File: src/shared/phy_fcg_pkg.sv
// Package: register map, field layout, timing and carrier types of the frame check and generate block
package phy_fcg_pkg;
  // Timing: one byte at 10 Mb/s on a 50 MHz clock
  localparam int unsigned CLK_PERIOD_NS = 20;
  localparam int unsigned BYTE_TIME_NS = 800;
  localparam int unsigned BYTE_CYCLES_INT = (BYTE_TIME_NS + CLK_PERIOD_NS - 1) / CLK_PERIOD_NS;
  localparam logic [5:0] BYTE_CYCLES = 6'(BYTE_CYCLES_INT);
  // Register indices (word addresses)
  localparam logic [15:0] REG_RX_ERR = 16'h8008;
  localparam logic [15:0] REG_FRM_H = 16'h8009;
  localparam logic [15:0] REG_FRM_L = 16'h800a;
  localparam logic [15:0] REG_OSZ = 16'h800e;
  localparam logic [15:0] REG_USZ = 16'h800f;
  localparam logic [15:0] REG_ODD = 16'h8010;
  localparam logic [15:0] REG_ODD_PRE = 16'h8011;
  localparam logic [15:0] REG_FALSE_CAR = 16'h8013;
  localparam logic [15:0] REG_GEN_EN = 16'h8020;
  localparam logic [15:0] REG_GEN_CTRL = 16'h8021;
  localparam logic [15:0] REG_GEN_CONT = 16'h8022;
  localparam logic [15:0] REG_GEN_IRQ_EN = 16'h8023;
  localparam logic [15:0] REG_PAY_LEN = 16'h8025;
  localparam logic [15:0] REG_IFG = 16'h8026;
  localparam logic [15:0] REG_NFRM_H = 16'h8027;
  localparam logic [15:0] REG_NFRM_L = 16'h8028;
  localparam logic [15:0] REG_DONE = 16'h8029;
  localparam logic [15:0] REG_DIAG_CLK = 16'h8030;
  // Field positions and reset values
  localparam int unsigned RESTART_BIT = 3;
  localparam logic [2:0] PATTERN_RST = 3'h1;
  localparam logic [15:0] PAY_LEN_RST = 16'h006b;
  localparam logic [15:0] IFG_RST = 16'h000c;
  localparam logic [31:0] NFRM_RST = 32'h0000_0100;
  localparam logic [15:0] SNAP_RST = 16'h0000;
  localparam logic [15:0] CNT_MAX = 16'hffff;
  // Payload pattern codes
  localparam logic [2:0] PAT_STOP = 3'h0;
  localparam logic [2:0] PAT_RANDOM = 3'h1;
  localparam logic [2:0] PAT_ZEROS = 3'h2;
  localparam logic [2:0] PAT_ONES = 3'h3;
  localparam logic [2:0] PAT_ALT = 3'h4;
  localparam logic [2:0] PAT_DOWN = 3'h5;
  localparam logic [7:0] BYTE_ZEROS = 8'h00;
  localparam logic [7:0] BYTE_ONES = 8'hff;
  localparam logic [7:0] BYTE_ALT = 8'h55;
  localparam logic [7:0] COUNTDOWN_TOP = 8'hff;
  localparam logic [15:0] LFSR_SEED = 16'hace1;
  // Frame layout
  localparam logic [15:0] OVERSIZE_BYTES = 16'h05f2;
  localparam logic [15:0] UNDERSIZE_BYTES = 16'h0040;
  localparam logic [15:0] PREAMBLE_LAST = 16'h0007;
  localparam logic [15:0] DEST_LAST = 16'h0005;
  localparam logic [15:0] SRC_LAST = 16'h000b;
  localparam logic [15:0] LEN_HI_IDX = 16'h000c;
  localparam logic [15:0] HEADER_LAST = 16'h000d;
  localparam logic [15:0] FCS_LAST = 16'h0003;
  localparam logic [7:0] PREAMBLE_BYTE = 8'h55;
  localparam logic [7:0] SFD_BYTE = 8'hd5;
  localparam logic [3:0] SFD_NIBBLE = 4'hd;
  localparam logic [7:0] DEST_BYTE = 8'hff;
  localparam logic [7:0] SRC_BYTE = 8'h02;  // Arbitrary value
  localparam logic [31:0] CRC_INIT = 32'hffff_ffff;
  localparam logic [31:0] CRC_POLY = 32'hedb8_8320;
  localparam int unsigned NUM_ERR = 5;
  typedef struct packed {logic read; logic write; logic [15:0] address; logic [15:0] writedata;} av_req_t;
  typedef struct packed {logic en; logic [7:0] data;} tx_byte_t;
  typedef struct packed {logic dv; logic [3:0] nibble; logic bad_ssd;} rx_nibble_t;
endpackage

File: src/verilog/phy_frame_check_and_generate.sv
// Frame checker counters and frame generator with an Avalon-MM register slave
// Summary of operation
// - Count received frames longer than 1522 bytes; snapshot readable.
// - Count received frames shorter than 64 bytes; snapshot readable.
// - Count received frames with an odd nibble count; snapshot readable.
// - Count packets whose preamble has an odd nibble count; snapshot readable.
// - Count each cycle that bad_ssd is high as false carrier.
// - Reading the error tally copies every checker counter in one cycle.
// - Each error copy is a 16-bit read-only value, the frame count copy 32-bit; zero after reset.
// - Enable bit routes generator frames instead of MAC data; resets to 0.
// - Writing 1 to bit 3 restarts the generator; the bit self-clears.
// - Pattern 000 stops frames after the current frame completes.
// - Pattern 001 random, 010 zeros, 011 ones, 100 0x55; reset 001.
// - Pattern 101 fills payload counting down from 255 to 0.
// - Continuous bit set: frames repeat without limit while enabled.
// - Continuous bit clear (reset): one burst of programmed frames, then stop.
// - Burst count is 32 bits in two halves, reset 0x100, used per start.
// - Done flag stays high until read or a new start; raises interrupt when enabled.
// - Payload length programmable, reset 0x6B; header and FCS add 18 bytes.
// - Programmable interframe gap in bytes, reset 0xC, between frames.
//
// The Avalon-MM register port was chosen for this implementation.
`timescale 1ns/1ps
module phy_frame_check_and_generate
  import phy_fcg_pkg::*;
(
  input wire logic clk,
  input wire logic rstn,
  input wire av_req_t av_req,
  output logic [15:0] av_readdata,
  output logic av_waitrequest,
  input wire rx_nibble_t rx_in,
  input wire tx_byte_t mac_tx,
  output tx_byte_t phy_tx,
  output logic gen_irq
);
  typedef enum {G_IDLE, G_PRE, G_HDR, G_PAY, G_FCS, G_GAP} gen_state_t;
  typedef enum {RX_IDLE, RX_PRE, RX_DATA} rx_state_t;

  function automatic logic [15:0] sat_inc(input logic [15:0] v, input logic hit);
    sat_inc = (hit && v != CNT_MAX) ? v + 16'h0001 : v;
  endfunction

  function automatic logic [31:0] crc_byte(input logic [31:0] c, input logic [7:0] d);
    logic [31:0] r;
    r = c ^ {24'h000000, d};
    for (int i = 0; i < 8; i++) begin
      r = r[0] ? ((r >> 1) ^ CRC_POLY) : (r >> 1);
    end
    crc_byte = r;
  endfunction

  // Register bus: one wait state, side effects at the taking edge
  logic ack;
  logic next_ack;
  logic take;
  logic rd_take;
  logic wr_take;
  logic [15:0] next_readdata;
  assign take = (av_req.read || av_req.write) && !ack;
  assign rd_take = take && av_req.read;
  assign wr_take = take && av_req.write;
  assign av_waitrequest = (av_req.read || av_req.write) && !ack;

  // Software state
  logic gen_enable;
  logic next_gen_enable;
  logic [2:0] pattern;
  logic [2:0] next_pattern;
  logic cont_mode;
  logic next_cont_mode;
  logic irq_en;
  logic next_irq_en;
  logic diag_clk_en;
  logic next_diag_clk_en;
  logic [15:0] pay_len;
  logic [15:0] next_pay_len;
  logic [15:0] ifg_len;
  logic [15:0] next_ifg_len;
  logic [31:0] nfrm;
  logic [31:0] next_nfrm;
  logic restart;
  logic tally_read;
  logic done_read;

  // Checker state
  rx_state_t rx_state;
  rx_state_t next_rx_state;
  logic [15:0] pre_nib;
  logic [15:0] next_pre_nib;
  logic [15:0] dat_nib;
  logic [15:0] next_dat_nib;
  logic [NUM_ERR-1:0] ev;
  logic [15:0] cnt [NUM_ERR];
  logic [15:0] next_cnt [NUM_ERR];
  logic [15:0] snap [NUM_ERR];
  logic [15:0] next_snap [NUM_ERR];
  logic [31:0] frm_cnt;
  logic [31:0] next_frm_cnt;
  logic [31:0] frm_snap;
  logic [31:0] next_frm_snap;
  logic [15:0] tally;
  logic [15:0] next_tally;
  logic frame_end;

  // Generator state
  gen_state_t gstate;
  gen_state_t next_gstate;
  logic [15:0] gidx;
  logic [15:0] next_gidx;
  logic [31:0] remain;
  logic [31:0] next_remain;
  logic [31:0] crc;
  logic [31:0] next_crc;
  logic done;
  logic next_done;
  logic [5:0] div;
  logic [5:0] next_div;
  logic tick;
  logic start;
  logic gen_done_set;
  logic pay_start;
  logic pay_adv;
  logic [7:0] pay_byte;
  logic [7:0] cur_byte;
  tx_byte_t next_phy_tx;

  assign restart = wr_take && av_req.address == REG_GEN_CTRL
    && av_req.writedata[RESTART_BIT];
  assign tally_read = rd_take && av_req.address == REG_RX_ERR;
  assign done_read = rd_take && av_req.address == REG_DONE;
  assign start = restart || (gen_enable == 1'b0 && next_gen_enable);
  assign gen_irq = done && irq_en;

  always_comb begin
    next_ack = take;
    next_gen_enable = gen_enable;
    next_pattern = pattern;
    next_cont_mode = cont_mode;
    next_irq_en = irq_en;
    next_diag_clk_en = diag_clk_en;
    next_pay_len = pay_len;
    next_ifg_len = ifg_len;
    next_nfrm = nfrm;
    if (wr_take) begin
      case (av_req.address)
        REG_GEN_EN: next_gen_enable = av_req.writedata[0];
        REG_GEN_CTRL: next_pattern = av_req.writedata[2:0];
        REG_GEN_CONT: next_cont_mode = av_req.writedata[0];
        REG_GEN_IRQ_EN: next_irq_en = av_req.writedata[0];
        REG_DIAG_CLK: next_diag_clk_en = av_req.writedata[0];
        REG_PAY_LEN: next_pay_len = av_req.writedata;
        REG_IFG: next_ifg_len = av_req.writedata;
        REG_NFRM_H: next_nfrm = {av_req.writedata, nfrm[15:0]};
        REG_NFRM_L: next_nfrm = {nfrm[31:16], av_req.writedata};
        default: next_nfrm = nfrm;
      endcase
    end
    next_readdata = av_readdata;
    if (rd_take) begin
      case (av_req.address)
        REG_RX_ERR: next_readdata = tally;
        REG_FRM_H: next_readdata = frm_snap[31:16];
        REG_FRM_L: next_readdata = frm_snap[15:0];
        REG_OSZ: next_readdata = snap[0];
        REG_USZ: next_readdata = snap[1];
        REG_ODD: next_readdata = snap[2];
        REG_ODD_PRE: next_readdata = snap[3];
        REG_FALSE_CAR: next_readdata = snap[4];
        REG_GEN_EN: next_readdata = {15'h0000, gen_enable};
        REG_GEN_CTRL: next_readdata = {13'h0000, pattern};
        REG_GEN_CONT: next_readdata = {15'h0000, cont_mode};
        REG_GEN_IRQ_EN: next_readdata = {15'h0000, irq_en};
        REG_DIAG_CLK: next_readdata = {15'h0000, diag_clk_en};
        REG_PAY_LEN: next_readdata = pay_len;
        REG_IFG: next_readdata = ifg_len;
        REG_NFRM_H: next_readdata = nfrm[31:16];
        REG_NFRM_L: next_readdata = nfrm[15:0];
        REG_DONE: next_readdata = {15'h0000, done};
        default: next_readdata = 16'h0000;
      endcase
    end
  end

  always_ff @(posedge clk or negedge rstn) begin
    if (!rstn) begin
      ack <= 1'b0;
      av_readdata <= 16'h0000;
      gen_enable <= 1'b0;
      pattern <= PATTERN_RST;
      cont_mode <= 1'b0;
      irq_en <= 1'b0;
      diag_clk_en <= 1'b0;
      pay_len <= PAY_LEN_RST;
      ifg_len <= IFG_RST;
      nfrm <= NFRM_RST;
    end else begin
      ack <= next_ack;
      av_readdata <= next_readdata;
      gen_enable <= next_gen_enable;
      pattern <= next_pattern;
      cont_mode <= next_cont_mode;
      irq_en <= next_irq_en;
      diag_clk_en <= next_diag_clk_en;
      pay_len <= next_pay_len;
      ifg_len <= next_ifg_len;
      nfrm <= next_nfrm;
    end
  end

  // Frame checker
  always_comb begin
    next_rx_state = rx_state;
    next_pre_nib = pre_nib;
    next_dat_nib = dat_nib;
    ev = '0;
    frame_end = 1'b0;
    ev[4] = rx_in.bad_ssd;
    case (rx_state)
      RX_IDLE: begin
        if (rx_in.dv) begin
          next_pre_nib = 16'h0001;
          next_rx_state = (rx_in.nibble == SFD_NIBBLE) ? RX_DATA : RX_PRE;
          next_dat_nib = 16'h0000;
          ev[3] = (rx_in.nibble == SFD_NIBBLE);
        end
      end
      RX_PRE: begin
        if (!rx_in.dv) begin
          next_rx_state = RX_IDLE;
        end else begin
          next_pre_nib = sat_inc(pre_nib, 1'b1);
          if (rx_in.nibble == SFD_NIBBLE) begin
            next_rx_state = RX_DATA;
            ev[3] = !pre_nib[0];
          end
        end
      end
      RX_DATA: begin
        if (rx_in.dv) begin
          next_dat_nib = sat_inc(dat_nib, 1'b1);
        end else begin
          next_rx_state = RX_IDLE;
          frame_end = 1'b1;
          ev[0] = {1'b0, dat_nib[15:1]} > OVERSIZE_BYTES;
          ev[1] = {1'b0, dat_nib[15:1]} < UNDERSIZE_BYTES;
          ev[2] = dat_nib[0];
        end
      end
      default: next_rx_state = RX_IDLE;
    endcase
    for (int i = 0; i < NUM_ERR; i++) begin
      next_cnt[i] = sat_inc(cnt[i], ev[i]);
      next_snap[i] = tally_read ? cnt[i] : snap[i];
    end
    next_frm_cnt = frm_cnt + {31'h0, frame_end};
    next_frm_snap = tally_read ? frm_cnt : frm_snap;
    next_tally = sat_inc(tally_read ? 16'h0000 : tally, |ev);
  end

  always_ff @(posedge clk or negedge rstn) begin
    if (!rstn) begin
      rx_state <= RX_IDLE;
      pre_nib <= 16'h0000;
      dat_nib <= 16'h0000;
      frm_cnt <= 32'h0000_0000;
      frm_snap <= 32'h0000_0000;
      tally <= 16'h0000;
      for (int i = 0; i < NUM_ERR; i++) begin
        cnt[i] <= SNAP_RST;
        snap[i] <= SNAP_RST;
      end
    end else begin
      rx_state <= next_rx_state;
      pre_nib <= next_pre_nib;
      dat_nib <= next_dat_nib;
      frm_cnt <= next_frm_cnt;
      frm_snap <= next_frm_snap;
      tally <= next_tally;
      for (int i = 0; i < NUM_ERR; i++) begin
        cnt[i] <= next_cnt[i];
        snap[i] <= next_snap[i];
      end
    end
  end

  // Frame generator: one byte per tick, ticks only with the diagnostic clock on
  assign tick = (div == 6'h00) && diag_clk_en;
  assign pay_start = tick && gstate == G_HDR && gidx == HEADER_LAST;
  assign pay_adv = tick && gstate == G_PAY;

  payload_pattern_source u_pattern (
    .clk(clk),
    .rstn(rstn),
    .frame_start(pay_start),
    .advance(pay_adv),
    .pattern(pattern),
    .pay_byte(pay_byte)
  );

  always_comb begin
    case (gstate)
      G_PRE: cur_byte = (gidx == PREAMBLE_LAST) ? SFD_BYTE : PREAMBLE_BYTE;
      G_HDR: begin
        if (gidx <= DEST_LAST) begin
          cur_byte = DEST_BYTE;
        end else if (gidx <= SRC_LAST) begin
          cur_byte = SRC_BYTE;
        end else begin
          cur_byte = (gidx == LEN_HI_IDX) ? pay_len[15:8] : pay_len[7:0];
        end
      end
      G_PAY: cur_byte = pay_byte;
      G_FCS: cur_byte = 8'(~crc >> {gidx[1:0], 3'b000});
      default: cur_byte = BYTE_ZEROS;
    endcase
  end

  always_comb begin
    next_div = (div == BYTE_CYCLES - 6'h01) ? 6'h00 : div + 6'h01;
    next_gstate = gstate;
    next_gidx = gidx;
    next_remain = remain;
    next_crc = crc;
    gen_done_set = 1'b0;
    if (tick && (gstate == G_HDR || gstate == G_PAY)) begin
      next_crc = crc_byte(crc, cur_byte);
    end
    if (tick) begin
      case (gstate)
        G_PRE: begin
          next_gidx = gidx + 16'h0001;
          if (gidx == PREAMBLE_LAST) begin
            next_gstate = G_HDR;
            next_gidx = 16'h0000;
            next_crc = CRC_INIT;
          end
        end
        G_HDR: begin
          next_gidx = gidx + 16'h0001;
          if (gidx == HEADER_LAST) begin
            next_gstate = (pay_len == 16'h0000) ? G_FCS : G_PAY;
            next_gidx = 16'h0000;
          end
        end
        G_PAY: begin
          next_gidx = gidx + 16'h0001;
          if (gidx == pay_len - 16'h0001) begin
            next_gstate = G_FCS;
            next_gidx = 16'h0000;
          end
        end
        G_FCS: begin
          next_gidx = gidx + 16'h0001;
          if (gidx == FCS_LAST) begin
            next_gidx = 16'h0000;
            next_remain = remain - 32'h0000_0001;
            if (!cont_mode && remain == 32'h0000_0001) begin
              next_gstate = G_IDLE;
              gen_done_set = 1'b1;
            end else if (pattern == PAT_STOP) begin
              next_gstate = G_IDLE;
            end else begin
              next_gstate = (ifg_len == 16'h0000) ? G_PRE : G_GAP;
            end
          end
        end
        G_GAP: begin
          next_gidx = gidx + 16'h0001;
          if (gidx >= ifg_len - 16'h0001) begin
            next_gidx = 16'h0000;
            next_gstate = (pattern == PAT_STOP) ? G_IDLE : G_PRE;
          end
        end
        default: next_gstate = G_IDLE;
      endcase
    end
    if (start) begin
      next_remain = nfrm;
      next_gidx = 16'h0000;
      next_gstate = G_IDLE;
      if (pattern != PAT_STOP && (cont_mode || nfrm != 32'h0000_0000)) begin
        next_gstate = G_PRE;
      end
    end
    if (!next_gen_enable) begin
      next_gstate = G_IDLE;
    end
    next_done = done;
    if (done_read || start) begin
      next_done = 1'b0;
    end
    // A start in the same cycle as a burst end wins, so no stale completion survives
    if ((gen_done_set && !start)
        || (start && next_gen_enable && !cont_mode && nfrm == 32'h0000_0000)) begin
      next_done = 1'b1;
    end
    next_phy_tx = mac_tx;
    if (gen_enable) begin
      next_phy_tx = phy_tx;
      if (tick) begin
        next_phy_tx.en = gstate != G_IDLE && gstate != G_GAP;
        next_phy_tx.data = cur_byte;
      end
      if (gstate == G_IDLE) begin
        next_phy_tx.en = 1'b0;
      end
    end
  end

  always_ff @(posedge clk or negedge rstn) begin
    if (!rstn) begin
      div <= 6'h00;
      gstate <= G_IDLE;
      gidx <= 16'h0000;
      remain <= 32'h0000_0000;
      crc <= CRC_INIT;
      done <= 1'b0;
      phy_tx <= '0;
    end else begin
      div <= next_div;
      gstate <= next_gstate;
      gidx <= next_gidx;
      remain <= next_remain;
      crc <= next_crc;
      done <= next_done;
      phy_tx <= next_phy_tx;
    end
  end
endmodule

File: src/verilog/payload_pattern_source.sv
// Payload byte source: random, fixed and countdown patterns for the frame generator
`timescale 1ns/1ps
module payload_pattern_source
  import phy_fcg_pkg::*;
(
  input wire logic clk,
  input wire logic rstn,
  input wire logic frame_start,
  input wire logic advance,
  input wire logic [2:0] pattern,
  output logic [7:0] pay_byte
);
  logic [15:0] lfsr;
  logic [15:0] next_lfsr;
  logic [7:0] down;
  logic [7:0] next_down;

  always_comb begin
    next_lfsr = lfsr;
    next_down = down;
    if (frame_start) begin
      next_down = COUNTDOWN_TOP;
    end else if (advance) begin
      next_down = down - 8'h01;
      next_lfsr = {lfsr[14:0], lfsr[15] ^ lfsr[13] ^ lfsr[12] ^ lfsr[10]};
    end
  end

  always_ff @(posedge clk or negedge rstn) begin
    if (!rstn) begin
      lfsr <= LFSR_SEED;
      down <= COUNTDOWN_TOP;
    end else begin
      lfsr <= next_lfsr;
      down <= next_down;
    end
  end

  always_comb begin
    case (pattern)
      PAT_RANDOM: pay_byte = lfsr[7:0];
      PAT_ZEROS: pay_byte = BYTE_ZEROS;
      PAT_ONES: pay_byte = BYTE_ONES;
      PAT_ALT: pay_byte = BYTE_ALT;
      PAT_DOWN: pay_byte = down;
      default: pay_byte = BYTE_ZEROS;
    endcase
  end
endmodule

File: config.mk
export PLATFORM = sky130hd
export DESIGN_NAME = phy_frame_check_and_generate
export DESIGN_NICKNAME = d
export VERILOG_FILES = /design/src/shared/phy_fcg_pkg.sv /design/src/verilog/phy_frame_check_and_generate.sv /design/src/verilog/payload_pattern_source.sv
export SDC_FILE = /design/constraint.sdc
export NUM_CORES = 1
export LEC_CHECK = 0
export BUFFER_PORTS_ARGS = -buffer_cell sky130_fd_sc_hd__clkbuf_2
export CAP_MARGIN = 10
export CORE_UTILIZATION = 45
export DETAILED_ROUTE_END_ITERATION = 8
export PLACE_DENSITY = 0.61
export SLEW_MARGIN = 0
export SYNTH_ARGS = -nofsm -noshare
export SYNTH_HDL_FRONTEND = slang
export SYNTH_SLANG_ARGS = --single-unit
File: constraint.sdc
create_clock -name clk -period 4 [get_ports clk]
set_input_delay 0.8 -clock clk [delete_from_list [all_inputs] [get_ports clk]]
set_output_delay 0.8 -clock clk [all_outputs]
set_load 0.03 [all_outputs]
== Word-level counts from Yosys, hierarchy flattened ==
Index checks and enable logic that the tools add are counted.
Widths: inputs -> output; s select.

* Add/subtract/negate cells: 15
* $lt $le $gt $ge: 5
* Equality and inequality tests: 63
* Shift operators: 1
* Multiplexer cells: 85
* Bitwise logic cells: 17
* Reductions and logical operators: 71

{| class="wikitable"
|+ Operator list
! cell !! count
|-
| $mux 32 || 28
|-
| $eq 16x16->1 const B || 18
|-
| $pmux 16 s18 || 1
|-
| $mux 16 || 15
|-
| $pmux 32 s5 || 1
|-
| $add 16x1->16 const B || 9
|-
| $eq 32x3->1 const B || 4
|-
| $ne 16x16->1 const B || 8
|-
| $not 13->14 || 8
|-
| $eq 32x1->1 const B || 3
|-
| $eq 32x2->1 const B || 3
|-
| $logic_not 32->1 || 3
|-
| $pmux 32 s3 || 1
|-
| $pmux 16 s5 || 1
|-
| $pmux 16 s2 || 2
|-
| $pmux 32 s2 || 1
|-
| $pmux 8 s4 || 2
|-
| $reduce_bool 32->1 || 2
|-
| $mux 8 || 6
|-
| $add 32x1->32 || 1
|-
| $eq 16x4->1 const B || 2
|-
| $logic_not 16->1 || 2
|-
| $ne 32x4->1 const B || 1
|-
| $not 32->32 || 1
|-
| other kinds (45) || 134
|}

* Bits in registers: 544
* Bits of input ports: 51
* Output and inout bits: 27

== Logic depth before layout (Yosys ltp) ==
* Word-level depth: 26
* Depth in mapped cells: 20

== Cells and area by module ==
From an unflattened synthesis, not the netlist that was laid out.

* Cell total of the unflattened synthesis: 2,529
* Area total of the unflattened synthesis: 24,937.7 um^2

{| class="wikitable"
|+ Modules (own cells, without submodules)
! module !! instances !! cells an instance !! area an instance (um^2) !! seq. area each (um^2)
|-
| phy_frame_check_and_generate || 1 || 2,419 || 23,729.0 || 11,587.4
|-
| payload_pattern_source || 1 || 110 || 1,208.7 || 620.6
|}

== Worst setup path before layout ==
OpenSTA, ideal clock, no wires.

* Path type: reg2reg
* Start: register ifg_len[3]
* End: register gidx[13]
* Arrival: 4.073 ns
* Path slack: -0.155 ns
* Cell stages (with the launch flop): 20
* Path buffers: 2
* Clock period less this slack: 4.155 ns
* Cell sequence: dfstp_2 -> nor2_1 -> nand3_1 -> nor4_1 -> nand2_1 -> or2_2 -> nor4_1 -> xnor2_1 -> ha_1 -> a21o_1 -> a21o_1 -> a2111oi_0 -> o21ai_0 -> a21oi_1 -> a221oi_1 -> a21oi_1 -> clkbuf_1 -> buf_2 -> a21oi_1 -> a31oi_1

* Word-level cells in the longest chain between the ends: 6

{| class="wikitable"
|+ Ends and longest elaborated chain
! element !! RTL line !! source
|-
| start: declaration || phy_frame_check_and_generate.sv:78 || <nowiki>logic [15:0] ifg_len;</nowiki>
|-
| start signal: assignment || phy_frame_check_and_generate.sv:206 || <nowiki>ifg_len <= next_ifg_len;</nowiki>
|-
| $sub 16x1->16 || phy_frame_check_and_generate.sv:370 || <nowiki>if (gidx >= ifg_len - 16'h0001) begin</nowiki>
|-
| $ge 16x16->1 || phy_frame_check_and_generate.sv:370 ||
|-
| $mux 16 || phy_frame_check_and_generate.sv:370 ||
|-
| $pmux 16 s5 || phy_frame_check_and_generate.sv:330 || <nowiki>case (gstate)</nowiki>
|-
| $mux 16 || phy_frame_check_and_generate.sv:329 || <nowiki>if (tick) begin</nowiki>
|-
| $mux 16 || phy_frame_check_and_generate.sv:378 || <nowiki>if (start) begin</nowiki>
|-
| end signal: assignment || phy_frame_check_and_generate.sv:423 || <nowiki>gidx <= next_gidx;</nowiki>
|-
| end: declaration || phy_frame_check_and_generate.sv:109 || <nowiki>logic [15:0] gidx;</nowiki>
|}

Every way passes these cells. The select of a mux whose other input is x is not followed.
A chain may end at the register's enable or synchronous reset.

== Final worst setup path ==
* Start: register ifg_len[3]
* End: register gidx[10]

The elaborated chain is that of the path after synthesis.

==> summary.md <==
| Metric | Value |
|---|---|
| Die height | `238 um` |
| Setup violators final | `0` |
| First-pass GRT wire length | `about 110000 um` |
| Main synth FF type | `dfrtp_1` |
| H-tree Lvls | `2` |
| Max Cap Viol | `0` |
| Largest net degree at the start of global routing | `122` |
| Slew @ Worst Pin | `1.18 ns` |
| Status | `finished, final reports clean` |
| Post-layout total power | `between 10 and 15 mW` |
| Syn Inst Count | `2594` |
| HPWL after DPL | `49500 um` |
| Worst setup SP type | `register` |
| Most frequent cells in the layout | `nand2_1 (568), dfrtp_1 (428), xnor2_1 (173), nor2_1 (169), nand3_1 (96)` |
| Hold WS | `0.143 ns` |
| CTS Hold Bufs | `0` |
| P&R area growth vs syn | `14.3%` |
| Grt total ovfl | `0` |
| Initial Utilization | `0.455` |
| Post-synth EDFFs | `0` |
| RSZ-0062 raised after global routing | `yes` |
| Vias post-DR | `between 15000 and 20000` |
| Synth async-reset ratio | `1.00` |
| Power per cell area | `369 nW/um^2` |
| Synth unique cells | `78` |
| Synth top area share | `0.428` |
| GRT Total Usage | `0.246` |
| Avg Inst Size Synth | `9.66 um^2` |
| Critical Path End Type | `register` |
| Leading post-synthesis cells by cell area | `dfrtp_1 (43%), nand2_1 (8.5%), xnor2_1 (6.0%)` |
| Sequential cell area fraction in the yosys report | `0.487` |
| Clock sink count | `485` |
| Number of buffers created by CTS | `53` |
| Period utilization | `0.953` |
| Slew margin rel. | `0.206` |
| Sum Neg Setup Slack | `0 ns` |
| Final Wtd Congestion | `about 0.95` |
| Routed WL | `68600 um` |
| Worst hold-check path type | `primary input to asynchronous set/reset pin` |
| Mapped Area | `25100 um^2` |
| Pre-CTS setup slack | `-0.0107 ns` |
| CTS tree | `done` |
| Critical Path RT | `4.52 ns` |
| Layout cells sized above 1 | `0.170` |
| FP Rows | `86` |
| Clock tree buffer depth | `3` |
| Final WS setup | `0.187 ns` |
| I/O pin cnt | `78` |
| Layout Utilization | `0.520` |
| Antenna violations before repair | `2` |
| Area leader, netlist | `dfrtp_1` |
| Placement Cell Area | `~27000 um^2` |
| Hold Vio Cnt, Final | `0` |
| Insertion delay to the later sink of the worst-skew pair | `roughly 0.63 ns` |
| Non-Filler Instances | `3484` |
| VDD IR max | `0.347 mV` |
| Core area | `55100 um^2` |
| Vias in the first global route | `19183` |
| PortBufs | `77` |
| Total leakage power | `13.2 nW` |
| Critical path class | `register to register` |
| Post-route cell area | `28600 um^2` |
| Routed len/inst | `between 15 and 20 um` |
| Clock transition at path regs | `0.06 ns` |
| WP data arrival | `4.33 ns` |
| Placed Instances | `3381` |
| CTS root buf | `clkbuf_16` |
| Die area | `56600 um^2` |
| Final ANT Viol Nets | `0` |
| Minimum clock period | `3.81 ns` |
| Post-CTS setup buffers | `0` |
| Drt drc | `0` |
| Max FO, Critical Path | `9` |
| Syn Nets | `2684` |
| Initial DRT Pass Iterations | `7` |
| Max Freq | `about 260 MHz` |
| Ys Warns | `0` |
| Vias per inst | `between 5 and 6` |
| 1st-iter DRT viols | `1942` |
| Crit-path cells | `nor2_2 -> nand3_2 -> nor4_4 -> nand2_1 -> or2_2 -> nor4_4 -> xnor2_1 -> ha_1 -> a21o_1 -> a21o_1 -> a2111oi_1 -> o21ai_1 -> a21oi_2 -> a221oi_2 -> a21oi_2 -> buf_12 -> buf_12 -> nand2b_1 -> a31oi_2` |
| Critical Path Max Stage Delay | `0.37 ns` |
| Nets | `2778` |
| Most common cell after layout, fill and taps aside | `nand2_1` |
| Max-slew violations | `0` |
| Seq cells post-synth | `485` |
| Clk_skew | `0.0388 ns` |
| Die X | `between 200 and 250 um` |
| Slowest-stage cell, CP | `dfstp_2` |
## synth_stat cells, types with 6 or more instances
master and count:
nor2b_1 17, nor3_1 57, a221oi_1 16, and3_1 47, inv_1 36, nand2_1 569
buf_2 7, a211oi_1 11, nor2_1 170, mux4_2 8, clkbuf_1 110, mux2_2 82
xnor2_1 173, a22oi_1 11, and2_1 13, nand4_1 44, dfstp_2 57, and4_1 8
or3_1 20, xor2_1 88, nand3b_1 7, mux2i_1 19, ha_1 39, nor4_1 31
nor3b_1 7, or4_1 6, nor4_2 7, a22o_1 22, a21o_1 27, nand2b_1 30
a21oi_1 73, or2_2 10, a222oi_1 26, dfrtp_1 428, a31oi_1 35, o211ai_1 29
buf_1 6, nand3_1 97, o21ai_0 78
## power by group
group / internal (mW) / switching, mW / total [mW]
Clock: 2.91 / 2.08 / 4.99
Sequential: 5.01 / 0.126 / 5.14
Combinational: 0.156 / 0.283 / 0.439
## path summary, 6_finish.rpt
path / startpoint / endpoint / slack (ns) / cells after the start
worst min-delay path: rstn / remain[15]$_DFFE_PN0P_ / 0.14 / 1
worst max register to register: ifg_len[3]$_DFFE_PN1P_ / gidx[10]$_DFFE_PN0P_ / 0.19 / 19
worst max-delay path: ifg_len[3]$_DFFE_PN1P_ / gidx[10]$_DFFE_PN0P_ / 0.19 / 19
worst min register to register: snap[41]$_DFFE_PN0P_ / snap[41]$_DFFE_PN0P_ / 0.46 / 2
min in group clk: mac_tx[6] / phy_tx[6]$_DFFE_PN0P_ / 0.42 / 3
max in group asynchronous: rstn / dat_nib[15]$_DFFE_PN0P_ / 2.86 / 2
## cell type report
type	instances	area, um^2
fill	5020	26500
multi-input combinational	1948	12400
sequential	485	12200
clock buffer	80	1600
timing repair buffer	164	1160
tap	748	936
clock inverter	20	231
inverter	36	135
antenna	3	7.51
## layer usage
| layer | GRT usage | wire (um) |
|---|---|---|
| met3 | 0.0388 | 4070 |
| met1 | 0.359 | 32000 |
| met5 | 0 | 0 |
| met2 | 0.383 | 31000 |
| met4 | 0.0626 | 1560 |
## cells by family (layout without fill, tap and decap cells)
kind of cell | after synthesis | count (layout) | share of synthesized area
multiplexers | 109 | 109 | 0.0516
AND/OR/NAND/NOR | 1159 | 1159 | 0.215
flip-flops | 485 | 485 | 0.487
XOR/XNOR | 276 | 276 | 0.103
AO/OA/AOI/OAI | 365 | 365 | 0.0987
buffers and inverters | 161 | 300 | 0.0248
adder cells (fa/ha/maj) | 39 | 39 | 0.0195
other | 0 | 3 | 0
## timing repair
item                                    4_1_cts  5_1_grt
pin swaps                                     0        6
resized for setup                             1       17
endpoints found under the setup margin        5       19
## flip-flops by register name (all words and copies together), names as in the netlist, 2 cells and up
name,flops
snap,80
gstate,3
phy_tx,9
div,6
tally,16
av_readdata,16
crc,32
nfrm,32
pattern,3
pay_len,16
u_pattern.down,8
remain,32
gidx,16
pre_nib,16
dat_nib,16
frm_cnt,32
ifg_len,16
rx_state,2
u_pattern.lfsr,16
cnt,80
frm_snap,32
## critical path: cells and delay by family, from the launching register on
kind	cells	cell delay, ns
buffers and inverters	2	0.28
adder cells (fa/ha/maj)	1	0.28
AO/OA/AOI/OAI	8	1.48
flip-flops	1	0.37
AND/OR/NAND/NOR	7	1.14
XOR/XNOR	1	0.17
Power figures use the tool's default switching activity.
